File: config.mk
export PLATFORM = sky130hd
export DESIGN_NAME = spp_port
export DESIGN_NICKNAME = d
export VERILOG_FILES = /design/src/spp_pkg.sv /design/src/spp_port.sv
export VERILOG_INCLUDE_DIRS = /design/src
export SDC_FILE = /design/constraint.sdc
export NUM_CORES = 1
export LEC_CHECK = 0
export ABC_AREA = 1
export BUFFER_PORTS_ARGS = -buffer_cell sky130_fd_sc_hd__buf_2
export CORE_ASPECT_RATIO = 1.75
export CORE_MARGIN = 3
export CORE_UTILIZATION = 49
export CTS_CLUSTER_DIAMETER = 60
export DETAILED_ROUTE_END_ITERATION = 8
export HOLD_SLACK_MARGIN = 0.12
export PLACE_DENSITY_LB_ADDON = 0.05
export SLEW_MARGIN = 20
export SYNTH_ARGS = -nofsm -noshare
export SYNTH_HDL_FRONTEND = slang
export SYNTH_SLANG_ARGS = --single-unit
export TNS_END_PERCENT = 1
File: constraint.sdc
create_clock -name sys_clk -period 14.7 [get_ports sys_clk]
set_clock_uncertainty 0.2 [all_clocks]
set_input_delay 0.735 -clock sys_clk [delete_from_list [all_inputs] [get_ports sys_clk]]
set_output_delay 0.735 -clock sys_clk [all_outputs]
set_load 0.05 [all_outputs]
File: src/spp_cfg.svh
/*
 * Constants of the shared pin port: register offsets, implemented-bit masks
 * and reset values. Assumes a 32-bit AHB-Lite register bus and two 16-bit ports.
 */
`ifndef SPP_CFG_SVH
`define SPP_CFG_SVH

// Port register offsets within one port's window
`define SPP_OFS_DIR        8'h00
`define SPP_OFS_LAT        8'h04
`define SPP_OFS_PIN        8'h08
`define SPP_OFS_ODC        8'h0c
`define SPP_PORT_STRIDE    8'h20
// Analog select registers
`define SPP_OFS_FIRST_PORT_ANALOG_SELECT       8'h40
`define SPP_OFS_SECOND_PORT_ANALOG_SELECT       8'h44

// Implemented port bits, full variant and 20-pin variant
`define SPP_PA_IMPL        16'h00ff
`define SPP_PA_IMPL_20     16'h00ef
`define SPP_PB_IMPL        16'hffff
`define SPP_PB_IMPL_20     16'hff97
// Implemented analog select bits
`define SPP_FIRST_PORT_ANALOG_SELECT_IMPL      16'h001f
`define SPP_FIRST_PORT_ANALOG_SELECT_IMPL_20   16'h000f
`define SPP_SECOND_PORT_ANALOG_SELECT_IMPL      16'hf3ff
`define SPP_SECOND_PORT_ANALOG_SELECT_IMPL_20   16'hf397

// Reset values
`define SPP_DIR_RST        16'hffff
`define SPP_LAT_RST        16'h0000
`define SPP_ODC_RST        16'h0000
`define SPP_ANS_RST        16'hffff

// AHB encodings
`define SPP_HTRANS_NONSEQ  2'h2
`define SPP_HTRANS_SEQ     2'h3

`endif

File: src/spp_pkg.sv
/*
 * Types of the shared pin port.
 * Assumes spp_cfg.svh supplies all numeric constants.
 */
package spp_pkg;

	// AHB-Lite request lines from the master
	typedef struct packed {
		logic        hsel;
		logic [31:0] haddr;
		logic [1:0]  htrans;
		logic        hwrite;
		logic [2:0]  hsize;
		logic        hready;
	} spp_ahb_req_t;

	// Register selected by an address
	typedef enum {
		SPP_REG_NONE,
		SPP_REG_DIR,
		SPP_REG_LAT,
		SPP_REG_PIN,
		SPP_REG_ODC,
		SPP_REG_ANS
	} spp_reg_t;

	// Pad drive toward one port's pins
	typedef struct packed {
		logic [15:0] out;
		logic [15:0] oe_n;
	} spp_pad_t;

endpackage

File: src/spp_port.sv
/*
 * Shared pin port: two 16-bit parallel ports with direction, latch, pin read,
 * open-drain and analog select, plus output arbitration against peripherals.
 * Assumes one 50 MHz clock, pins and peripheral strobes from outside the clock
 * domain, and an external pad that resolves pin level from out and oe_n.
 */
`include "spp_cfg.svh"

module spp_port #(
	parameter bit VARIANT_20PIN = 1'b0
) (
	input  wire logic                  sys_clk,     // System clock, 50 MHz
	input  wire logic                  rst_n,       // Asynchronous reset, active low
	input  wire spp_pkg::spp_ahb_req_t ahb_req,     // AHB-Lite request lines
	input  wire logic [31:0]           hwdata,      // AHB write data
	output logic [31:0]                hrdata,      // AHB read data
	output logic                       hreadyout,   // AHB ready out
	output logic                       hresp,       // AHB response, always OKAY
	input  wire logic [1:0][15:0]      pin_in,      // Pin levels from the pads
	output spp_pkg::spp_pad_t [1:0]    pad,         // Pad drive per port
	input  wire logic [1:0][15:0]      periph_en,   // Sharing peripheral enabled
	input  wire logic [1:0][15:0]      periph_drv,  // Peripheral actively drives pin
	input  wire logic [1:0][15:0]      periph_out,  // Peripheral output value
	output logic [1:0][15:0]           periph_in,   // Digital input toward peripherals
	output logic [1:0][15:0]           analog_sel   // Analog switch enable per pin
);

	// Implemented mask of a port, for port bits or analog select bits
	function automatic logic [15:0] impl_mask(input logic port_b, input logic ana);
		logic [15:0] m;
		m = 16'h0000;
		if (!ana && !port_b)
			m = VARIANT_20PIN ? `SPP_PA_IMPL_20 : `SPP_PA_IMPL;
		else if (!ana && port_b)
			m = VARIANT_20PIN ? `SPP_PB_IMPL_20 : `SPP_PB_IMPL;
		else if (ana && !port_b)
			m = VARIANT_20PIN ? `SPP_FIRST_PORT_ANALOG_SELECT_IMPL_20 : `SPP_FIRST_PORT_ANALOG_SELECT_IMPL;
		else
			m = VARIANT_20PIN ? `SPP_SECOND_PORT_ANALOG_SELECT_IMPL_20 : `SPP_SECOND_PORT_ANALOG_SELECT_IMPL;
		return m;
	endfunction

	// Address decode shared by read and write paths
	function automatic spp_pkg::spp_reg_t reg_decode(input logic [31:0] a, output logic port_b);
		spp_pkg::spp_reg_t r;
		logic [7:0]        o;
		r      = spp_pkg::SPP_REG_NONE;
		port_b = 1'b0;
		o      = a[7:0];
		if (a[31:8] != 24'h000000)
			r = spp_pkg::SPP_REG_NONE;
		else if (o == `SPP_OFS_FIRST_PORT_ANALOG_SELECT)
			r = spp_pkg::SPP_REG_ANS;
		else if (o == `SPP_OFS_SECOND_PORT_ANALOG_SELECT)
		begin
			r      = spp_pkg::SPP_REG_ANS;
			port_b = 1'b1;
		end
		else if (o < `SPP_OFS_FIRST_PORT_ANALOG_SELECT)
		begin
			port_b = (o >= `SPP_PORT_STRIDE);
			if ({3'h0, o[4:0]} == `SPP_OFS_DIR)
				r = spp_pkg::SPP_REG_DIR;
			else if ({3'h0, o[4:0]} == `SPP_OFS_LAT)
				r = spp_pkg::SPP_REG_LAT;
			else if ({3'h0, o[4:0]} == `SPP_OFS_PIN)
				r = spp_pkg::SPP_REG_PIN;
			else if ({3'h0, o[4:0]} == `SPP_OFS_ODC)
				r = spp_pkg::SPP_REG_ODC;
		end
		return r;
	endfunction

	logic [1:0]             rst_sync_r;
	logic                   rst_int_n;
	logic [1:0][15:0]       pin_meta_r;
	logic [1:0][15:0]       pin_sync_r;
	logic [1:0][15:0]       en_meta_r;
	logic [1:0][15:0]       en_sync_r;
	logic [1:0][15:0]       drv_meta_r;
	logic [1:0][15:0]       drv_sync_r;
	logic [1:0][15:0]       pout_meta_r;
	logic [1:0][15:0]       pout_sync_r;
	logic [1:0][15:0]       dir_r;
	logic [1:0][15:0]       lat_r;
	logic [1:0][15:0]       odc_r;
	logic [1:0][15:0]       ans_r;
	logic                   wr_pend_r;
	spp_pkg::spp_reg_t      wr_reg_r;
	logic                   wr_port_r;
	logic                   acc;
	spp_pkg::spp_reg_t      acc_reg;
	logic                   acc_port;
	logic [31:0]            rd_nxt;
	logic [1:0][15:0]       pin_level;
	logic [1:0][15:0]       wr_val;
	logic                   fwd_hit;
	logic [15:0]            fwd_val;

	// Reset release through two flops so no register leaves reset mid-edge
	always_ff @(posedge sys_clk or negedge rst_n)
	begin
		if (!rst_n)
			rst_sync_r <= 2'b00;
		else
			rst_sync_r <= {rst_sync_r[0], 1'b1};
	end
	assign rst_int_n = rst_sync_r[1];

	// Two-flop synchronisers on everything arriving from outside the clock
	always_ff @(posedge sys_clk or negedge rst_int_n)
	begin
		if (!rst_int_n)
		begin
			pin_meta_r  <= '0;
			pin_sync_r  <= '0;
			en_meta_r   <= '0;
			en_sync_r   <= '0;
			drv_meta_r  <= '0;
			drv_sync_r  <= '0;
			pout_meta_r <= '0;
			pout_sync_r <= '0;
		end
		else
		begin
			pin_meta_r  <= pin_in;
			pin_sync_r  <= pin_meta_r;
			en_meta_r   <= periph_en;
			en_sync_r   <= en_meta_r;
			drv_meta_r  <= periph_drv;
			drv_sync_r  <= drv_meta_r;
			pout_meta_r <= periph_out;
			pout_sync_r <= pout_meta_r;
		end
	end

	// Readable pin level: masked by implemented bits and the analog buffer switch
	always_comb
	begin
		for (int p = 0; p < 2; p++)
			pin_level[p] = pin_sync_r[p] & impl_mask(p[0], 1'b0) & ~ans_r[p];
	end

	// Bus address phase: a valid transfer is taken when hready is high
	always_comb
	begin
		acc      = ahb_req.hsel && ahb_req.hready &&
			(ahb_req.htrans == `SPP_HTRANS_NONSEQ || ahb_req.htrans == `SPP_HTRANS_SEQ);
		acc_reg  = reg_decode(ahb_req.haddr, acc_port);
	end

	// Write still in its data phase, forwarded so that a read in the very next
	// address phase already sees it; without this the read would return the
	// value that the pending write is about to replace
	always_comb
	begin
		fwd_hit = 1'b0;
		fwd_val = 16'h0000;
		if (wr_pend_r && wr_port_r == acc_port)
		begin
			if (acc_reg == spp_pkg::SPP_REG_ANS && wr_reg_r == spp_pkg::SPP_REG_ANS)
			begin
				fwd_hit = 1'b1;
				fwd_val = hwdata[15:0] & impl_mask(wr_port_r, 1'b1);
			end
			else if (acc_reg == spp_pkg::SPP_REG_LAT &&
				(wr_reg_r == spp_pkg::SPP_REG_LAT || wr_reg_r == spp_pkg::SPP_REG_PIN))
			begin
				fwd_hit = 1'b1;
				fwd_val = wr_val[wr_port_r];
			end
			else if ((acc_reg == spp_pkg::SPP_REG_DIR || acc_reg == spp_pkg::SPP_REG_ODC) &&
				wr_reg_r == acc_reg)
			begin
				fwd_hit = 1'b1;
				fwd_val = wr_val[wr_port_r];
			end
		end
	end

	// Read data selected in the address phase, presented in the data phase
	always_comb
	begin
		rd_nxt = 32'h00000000;
		if (acc && !ahb_req.hwrite)
		begin
			case (acc_reg)
				spp_pkg::SPP_REG_DIR: rd_nxt = {16'h0000, dir_r[acc_port]};
				spp_pkg::SPP_REG_LAT: rd_nxt = {16'h0000, lat_r[acc_port]};
				spp_pkg::SPP_REG_PIN: rd_nxt = {16'h0000, pin_level[acc_port]};
				spp_pkg::SPP_REG_ODC: rd_nxt = {16'h0000, odc_r[acc_port]};
				spp_pkg::SPP_REG_ANS: rd_nxt = {16'h0000, ans_r[acc_port]};
				default:              rd_nxt = 32'h00000000;
			endcase
			// A forwarded write overrides the stored value
			if (fwd_hit)
				rd_nxt = {16'h0000, fwd_val};
		end
	end

	// Bus answer: zero wait states, response always OKAY
	always_ff @(posedge sys_clk or negedge rst_int_n)
	begin
		if (!rst_int_n)
		begin
			hrdata    <= 32'h00000000;
			hreadyout <= 1'b1;
			hresp     <= 1'b0;
		end
		else
		begin
			hrdata    <= rd_nxt;
			hreadyout <= 1'b1;
			hresp     <= 1'b0;
		end
	end

	// Write address is held until its data phase brings hwdata
	always_ff @(posedge sys_clk or negedge rst_int_n)
	begin
		if (!rst_int_n)
		begin
			wr_pend_r <= 1'b0;
			wr_reg_r  <= spp_pkg::SPP_REG_NONE;
			wr_port_r <= 1'b0;
		end
		else
		begin
			wr_pend_r <= acc && ahb_req.hwrite;
			wr_reg_r  <= acc_reg;
			wr_port_r <= acc_port;
		end
	end

	// Written value per port, cut to the implemented bits
	always_comb
	begin
		for (int p = 0; p < 2; p++)
			wr_val[p] = hwdata[15:0] & impl_mask(p[0], 1'b0);
	end

	// Direction registers: all inputs after reset
	always_ff @(posedge sys_clk or negedge rst_int_n)
	begin
		if (!rst_int_n)
			dir_r <= VARIANT_20PIN ? {`SPP_DIR_RST & `SPP_PB_IMPL_20, `SPP_DIR_RST & `SPP_PA_IMPL_20} :
				{`SPP_DIR_RST & `SPP_PB_IMPL, `SPP_DIR_RST & `SPP_PA_IMPL};
		else if (wr_pend_r && wr_reg_r == spp_pkg::SPP_REG_DIR)
			dir_r[wr_port_r] <= wr_val[wr_port_r];
		else if (VARIANT_20PIN)
			dir_r <= {dir_r[1] & `SPP_PB_IMPL_20, dir_r[0] & `SPP_PA_IMPL_20};
	end

	// Output latches; a pin level write lands here too
	always_ff @(posedge sys_clk or negedge rst_int_n)
	begin
		if (!rst_int_n)
			lat_r <= {`SPP_LAT_RST, `SPP_LAT_RST};
		else if (wr_pend_r && (wr_reg_r == spp_pkg::SPP_REG_LAT || wr_reg_r == spp_pkg::SPP_REG_PIN))
			lat_r[wr_port_r] <= wr_val[wr_port_r];
	end

	// Open-drain selects
	always_ff @(posedge sys_clk or negedge rst_int_n)
	begin
		if (!rst_int_n)
			odc_r <= {`SPP_ODC_RST, `SPP_ODC_RST};
		else if (wr_pend_r && wr_reg_r == spp_pkg::SPP_REG_ODC)
			odc_r[wr_port_r] <= wr_val[wr_port_r];
	end

	// Analog selects; unimplemented bits stay zero
	always_ff @(posedge sys_clk or negedge rst_int_n)
	begin
		if (!rst_int_n)
			ans_r <= VARIANT_20PIN ? {`SPP_ANS_RST & `SPP_SECOND_PORT_ANALOG_SELECT_IMPL_20, `SPP_ANS_RST & `SPP_FIRST_PORT_ANALOG_SELECT_IMPL_20} :
				{`SPP_ANS_RST & `SPP_SECOND_PORT_ANALOG_SELECT_IMPL, `SPP_ANS_RST & `SPP_FIRST_PORT_ANALOG_SELECT_IMPL};
		else if (wr_pend_r && wr_reg_r == spp_pkg::SPP_REG_ANS)
			ans_r[wr_port_r] <= hwdata[15:0] & impl_mask(wr_port_r, 1'b1);
		else
			ans_r <= {ans_r[1] & impl_mask(1'b1, 1'b1), ans_r[0] & impl_mask(1'b0, 1'b1)};
	end

	// Pad arbitration, one instance per port; all pad outputs are registered
	genvar gp;
	generate
		for (gp = 0; gp < 2; gp++)
		begin : g_port
			logic [15:0] own_p;
			logic [15:0] port_drv;
			logic [15:0] out_nxt;
			logic [15:0] oe_n_nxt;
			logic [15:0] pin_impl;

			assign pin_impl = impl_mask(1'(gp), 1'b0);
			// Peripheral ownership needs both enable and active drive
			assign own_p    = en_sync_r[gp] & drv_sync_r[gp] & pin_impl;
			// Port drives an output bit it owns; open drain only when the latch is low
			assign port_drv = ~own_p & ~dir_r[gp] & pin_impl &
				(~odc_r[gp] | ~lat_r[gp]);
			assign out_nxt  = (own_p & pout_sync_r[gp]) |
				(~own_p & lat_r[gp] & ~odc_r[gp]);
			assign oe_n_nxt = ~(own_p | port_drv);

			always_ff @(posedge sys_clk or negedge rst_int_n)
			begin
				if (!rst_int_n)
				begin
					pad[gp].out    <= 16'h0000;
					pad[gp].oe_n   <= 16'hffff;
					periph_in[gp]  <= 16'h0000;
					analog_sel[gp] <= 16'h0000;
				end
				else
				begin
					pad[gp].out    <= out_nxt;
					pad[gp].oe_n   <= oe_n_nxt;
					// Bits the port itself drives are blanked where the peripheral is enabled, so its output cannot loop through
					periph_in[gp]  <= pin_sync_r[gp] & ~ans_r[gp] &
						~(port_drv & en_sync_r[gp]);
					analog_sel[gp] <= ans_r[gp];
				end
			end
		end
	endgenerate

endmodule

==> results.cfg <==
[timing]
grt_setup_unrepaired = false
worstMarginPinSlew_ns = 1.20
maxSlewHeadroom_pct = 20.1
final_hold_viol_count = 0
max_clock_freq_mhz = 284
finalCritPeriodShare_pct = 24.0
maxSlewViolCount = 0
fin_crit_ns = 3.53
tns_ns = 0
setup_viol = 0

[die]
core.rowCount = 89
coreArea_sq_mm = 0.0340
die_h_um = 252
die_x_um = 147
die_area_sq_mm = 0.0370
start_util_pct = 50.0
io-pin-count = 364

[routing]
drt-initial-drc-count = 725
drc = 0
avgRoutedWirePerCell_um = 16.0
via_per_inst = 4.75
dr_total_vias = 11979
routed_wl_um = 40400
drtPass1Iterations = 5
ant_nets = 0

[layout]
drive_gt1_share_pct = 22.5
final_nets = 2236
final_cell_count_no_fill = 2523
final_cell_mix = 429 x nand2_1, 403 x dfrtp_1, 289 x buf_2, 212 x inv_1, 122 x nor2_1
area_growth_pct = 25.2
fin_area_sq_mm = 0.0212
layout_commonest_cell = nand2_1

[worst_setup_path]
worst_r2r_endpoint = odc_r[30]$_DFFE_PN0P_
required_ns = 14.97
arrival_ns = 3.79
r2r-start = rst_sync_r[1]$_DFF_PN0_
ff2ff_path_depth = 2
critPathLaunchType = input pin
r2r_slack_ns = 11.75
path_class = input pin to register
cp-end-kind = register
critPathMaxFanout = 44
startpoint = ahb_req[20]

[cts]
clk_pin_slew_worst_paths_ns = 0.06
root_buffer = clkbuf_16
cts_buffers = 42
cts_max_level = 2
cts_resized = 0
cts_tree = yes
clkSinkCount = 471
cts_max_path_buffers = 3
worstSkewPairLatency_ns = 0.54

[placed_design]
gp_congestion = 0.823
dpl.cell_count = 2340
dpl-instance-area_sq_mm = 0.0187
port_buffers = 289
dp_hpwl_um = 26000

[global_routing]
grt_start_max_net_pins = 180
antenna_found_initial = 2
grt_usage_pct = 22.1
met2_usage_pct = 38.8
grt-busiest-layer = met2
use_met1_pct = 27.4
use_met3_pct = 3.44
grt_pass1_vias = 12266
grt_first_pass_wirelength_um = 64500
grt-ovfl-total = 0

[min_path]
hp-class = register to register
min_to = en_sync_r[27]$_DFF_PN0_
min_path_cells = 0
min_from = en_meta_r[27]$_DFF_PN0_

[power_and_ir_drop]
power_density_mw_per_mm2 = 123
seq_power_share_pct = 51.7
switching_power_mw = 0.577
vdd.ir_drop.worst_mv = 0.115
clkPwrFrac_pct = 43.0
swShare_pct = 22.1
p_int_mw = 2.04
p_leak_nw = 11.4
pwr-share-comb_pct = 5.3

[run]
cap_violations = 0

[run_status]
status = completed

[synth]
syn-instance-count = 1633
ys_types = 28
synth-seq-area-share_pct = 70.0
avgSynthCellArea_sq_um = 10.4
ys_ff_latch = 471
synth_area_sq_mm = 0.0170
synth_warnings = 0
-- power groups by stage --
stage / Combinational (mW) / Clock, mW / Sequential, mW
6_report: 0.139 / 1.13 / 1.35
5_1_grt: 0.153 / 1.21 / 1.36
4_1_cts: 0.141 / 1.15 / 1.35
3_5_place_dp: 0.119 / 0 / 1.38
3_3_place_gp: 0.118 / 0 / 1.38
2_1_floorplan: 0.0395 / 0 / 1.42
-- metal layers --
layer | up-vias | share of wire [%]
li1 | 5789 | -
met3 | 99 | 5.2
met2 | 364 | 52
met1 | 5725 | 39
met5 | - | 0.035
met4 | 2 | 3.9
-- state kept, by name, indices dropped and copies added, names as in the netlist, 28 cells and up --
| signal | cells |
|---|---|
| pad | 56 |
| dir_r | 32 |
| lat_r | 32 |
| odc_r | 32 |
| periph_in | 32 |
| pin_meta_r | 32 |
| pin_sync_r | 32 |
| analog_sel | 28 |
| ans_r | 28 |
-- logic make-up (layout without fill, tap and decap cells) --
kind of cell / count (synthesis) / after routing / synth area share [%]
AND/OR/NAND/NOR: 680 / 680 / 16.6
flip-flops: 471 / 471 / 70.0
buffers and inverters: 291 / 696 / 7.40
AO/OA/AOI/OAI: 189 / 189 / 6.01
other: 2 / 32 / 0.0443
-- how the worst max path moves through the flow --
stage | endpoint | slack, ns | depth (start not counted)
2_1_floorplan | analog_sel[0]$_DFF_PN0_ | 0.52 | 0
3_3_place_gp | hrdata[14]$_DFF_PN0_ | 10.63 | 13
3_5_place_dp | hrdata[4]$_DFF_PN0_ | 10.61 | 13
4_1_cts | hrdata[4]$_DFF_PN0_ | 11.18 | 13
5_1_grt | hrdata[15]$_DFF_PN0_ | 10.91 | 13
6_report | hrdata[4]$_DFF_PN0_ | 11.17 | 13
-- through the flow --
stage	hold WS [ns]	setup WS, ns	util [%]	power (mW)
2_1_floorplan	0.131	0.517	-	1.46
3_3_place_gp	0.131	10.63	55.2	1.49
3_5_place_dp	0.135	10.61	55.2	1.50
4_1_cts	0.147	11.18	62.5	2.65
5_1_grt	0.152	10.91	62.5	2.72
6_report	0.144	11.17	62.5	2.62
-- what timing repair did --
item / CTS / global route
hold endpoints to repair: 106 / 0
setup buffers: 0 / 0
hold buffers: 105 / 0
-- worst max-delay path, stage by stage --
cell     delay (ns)
buf_2          0.09
nor2_1         0.09
nand2_1        0.06
nor2_2         0.22
nand3_2        0.26
nor2_4         0.65
buf_4          0.54
o21ai_1        0.13
a21oi_2        0.28
nand2_4        0.32
nand2_1        0.15
nand2_1        0.06
nor2_1         0.15
-- cell usage after synthesis (all sizes together) --
master  instances  area share, %
nand2         436            9.8
dfrtp         404             60
inv           218            4.8
nor2          137            3.5
o21ai         122            3.6
nand3          96            2.9
dfstp          67             10
buf            51            2.1
a21oi          27           0.82
a31oi          24           0.88
clkbuf         21           0.46
o211ai         10           0.44
nor3            7           0.21
o21bai          6           0.27
nand4           4           0.18
conb            2          0.044
clkinv          1          0.022
-- layout make-up --
| type | count | area [sq um] |
|---|---|---|
| fillers | 2758 | 12700 |
| diodes | 1 | 2.50 |
| inverters | 219 | 822 |
| flip-flops and latches | 471 | 11900 |
| well taps | 455 | 569 |
| repair buffers | 400 | 2550 |
| clock buffers | 64 | 1290 |
| multi-input cells | 900 | 3970 |
| clock inverters | 13 | 151 |
Note: power is estimated with default switching activity, not from simulation.
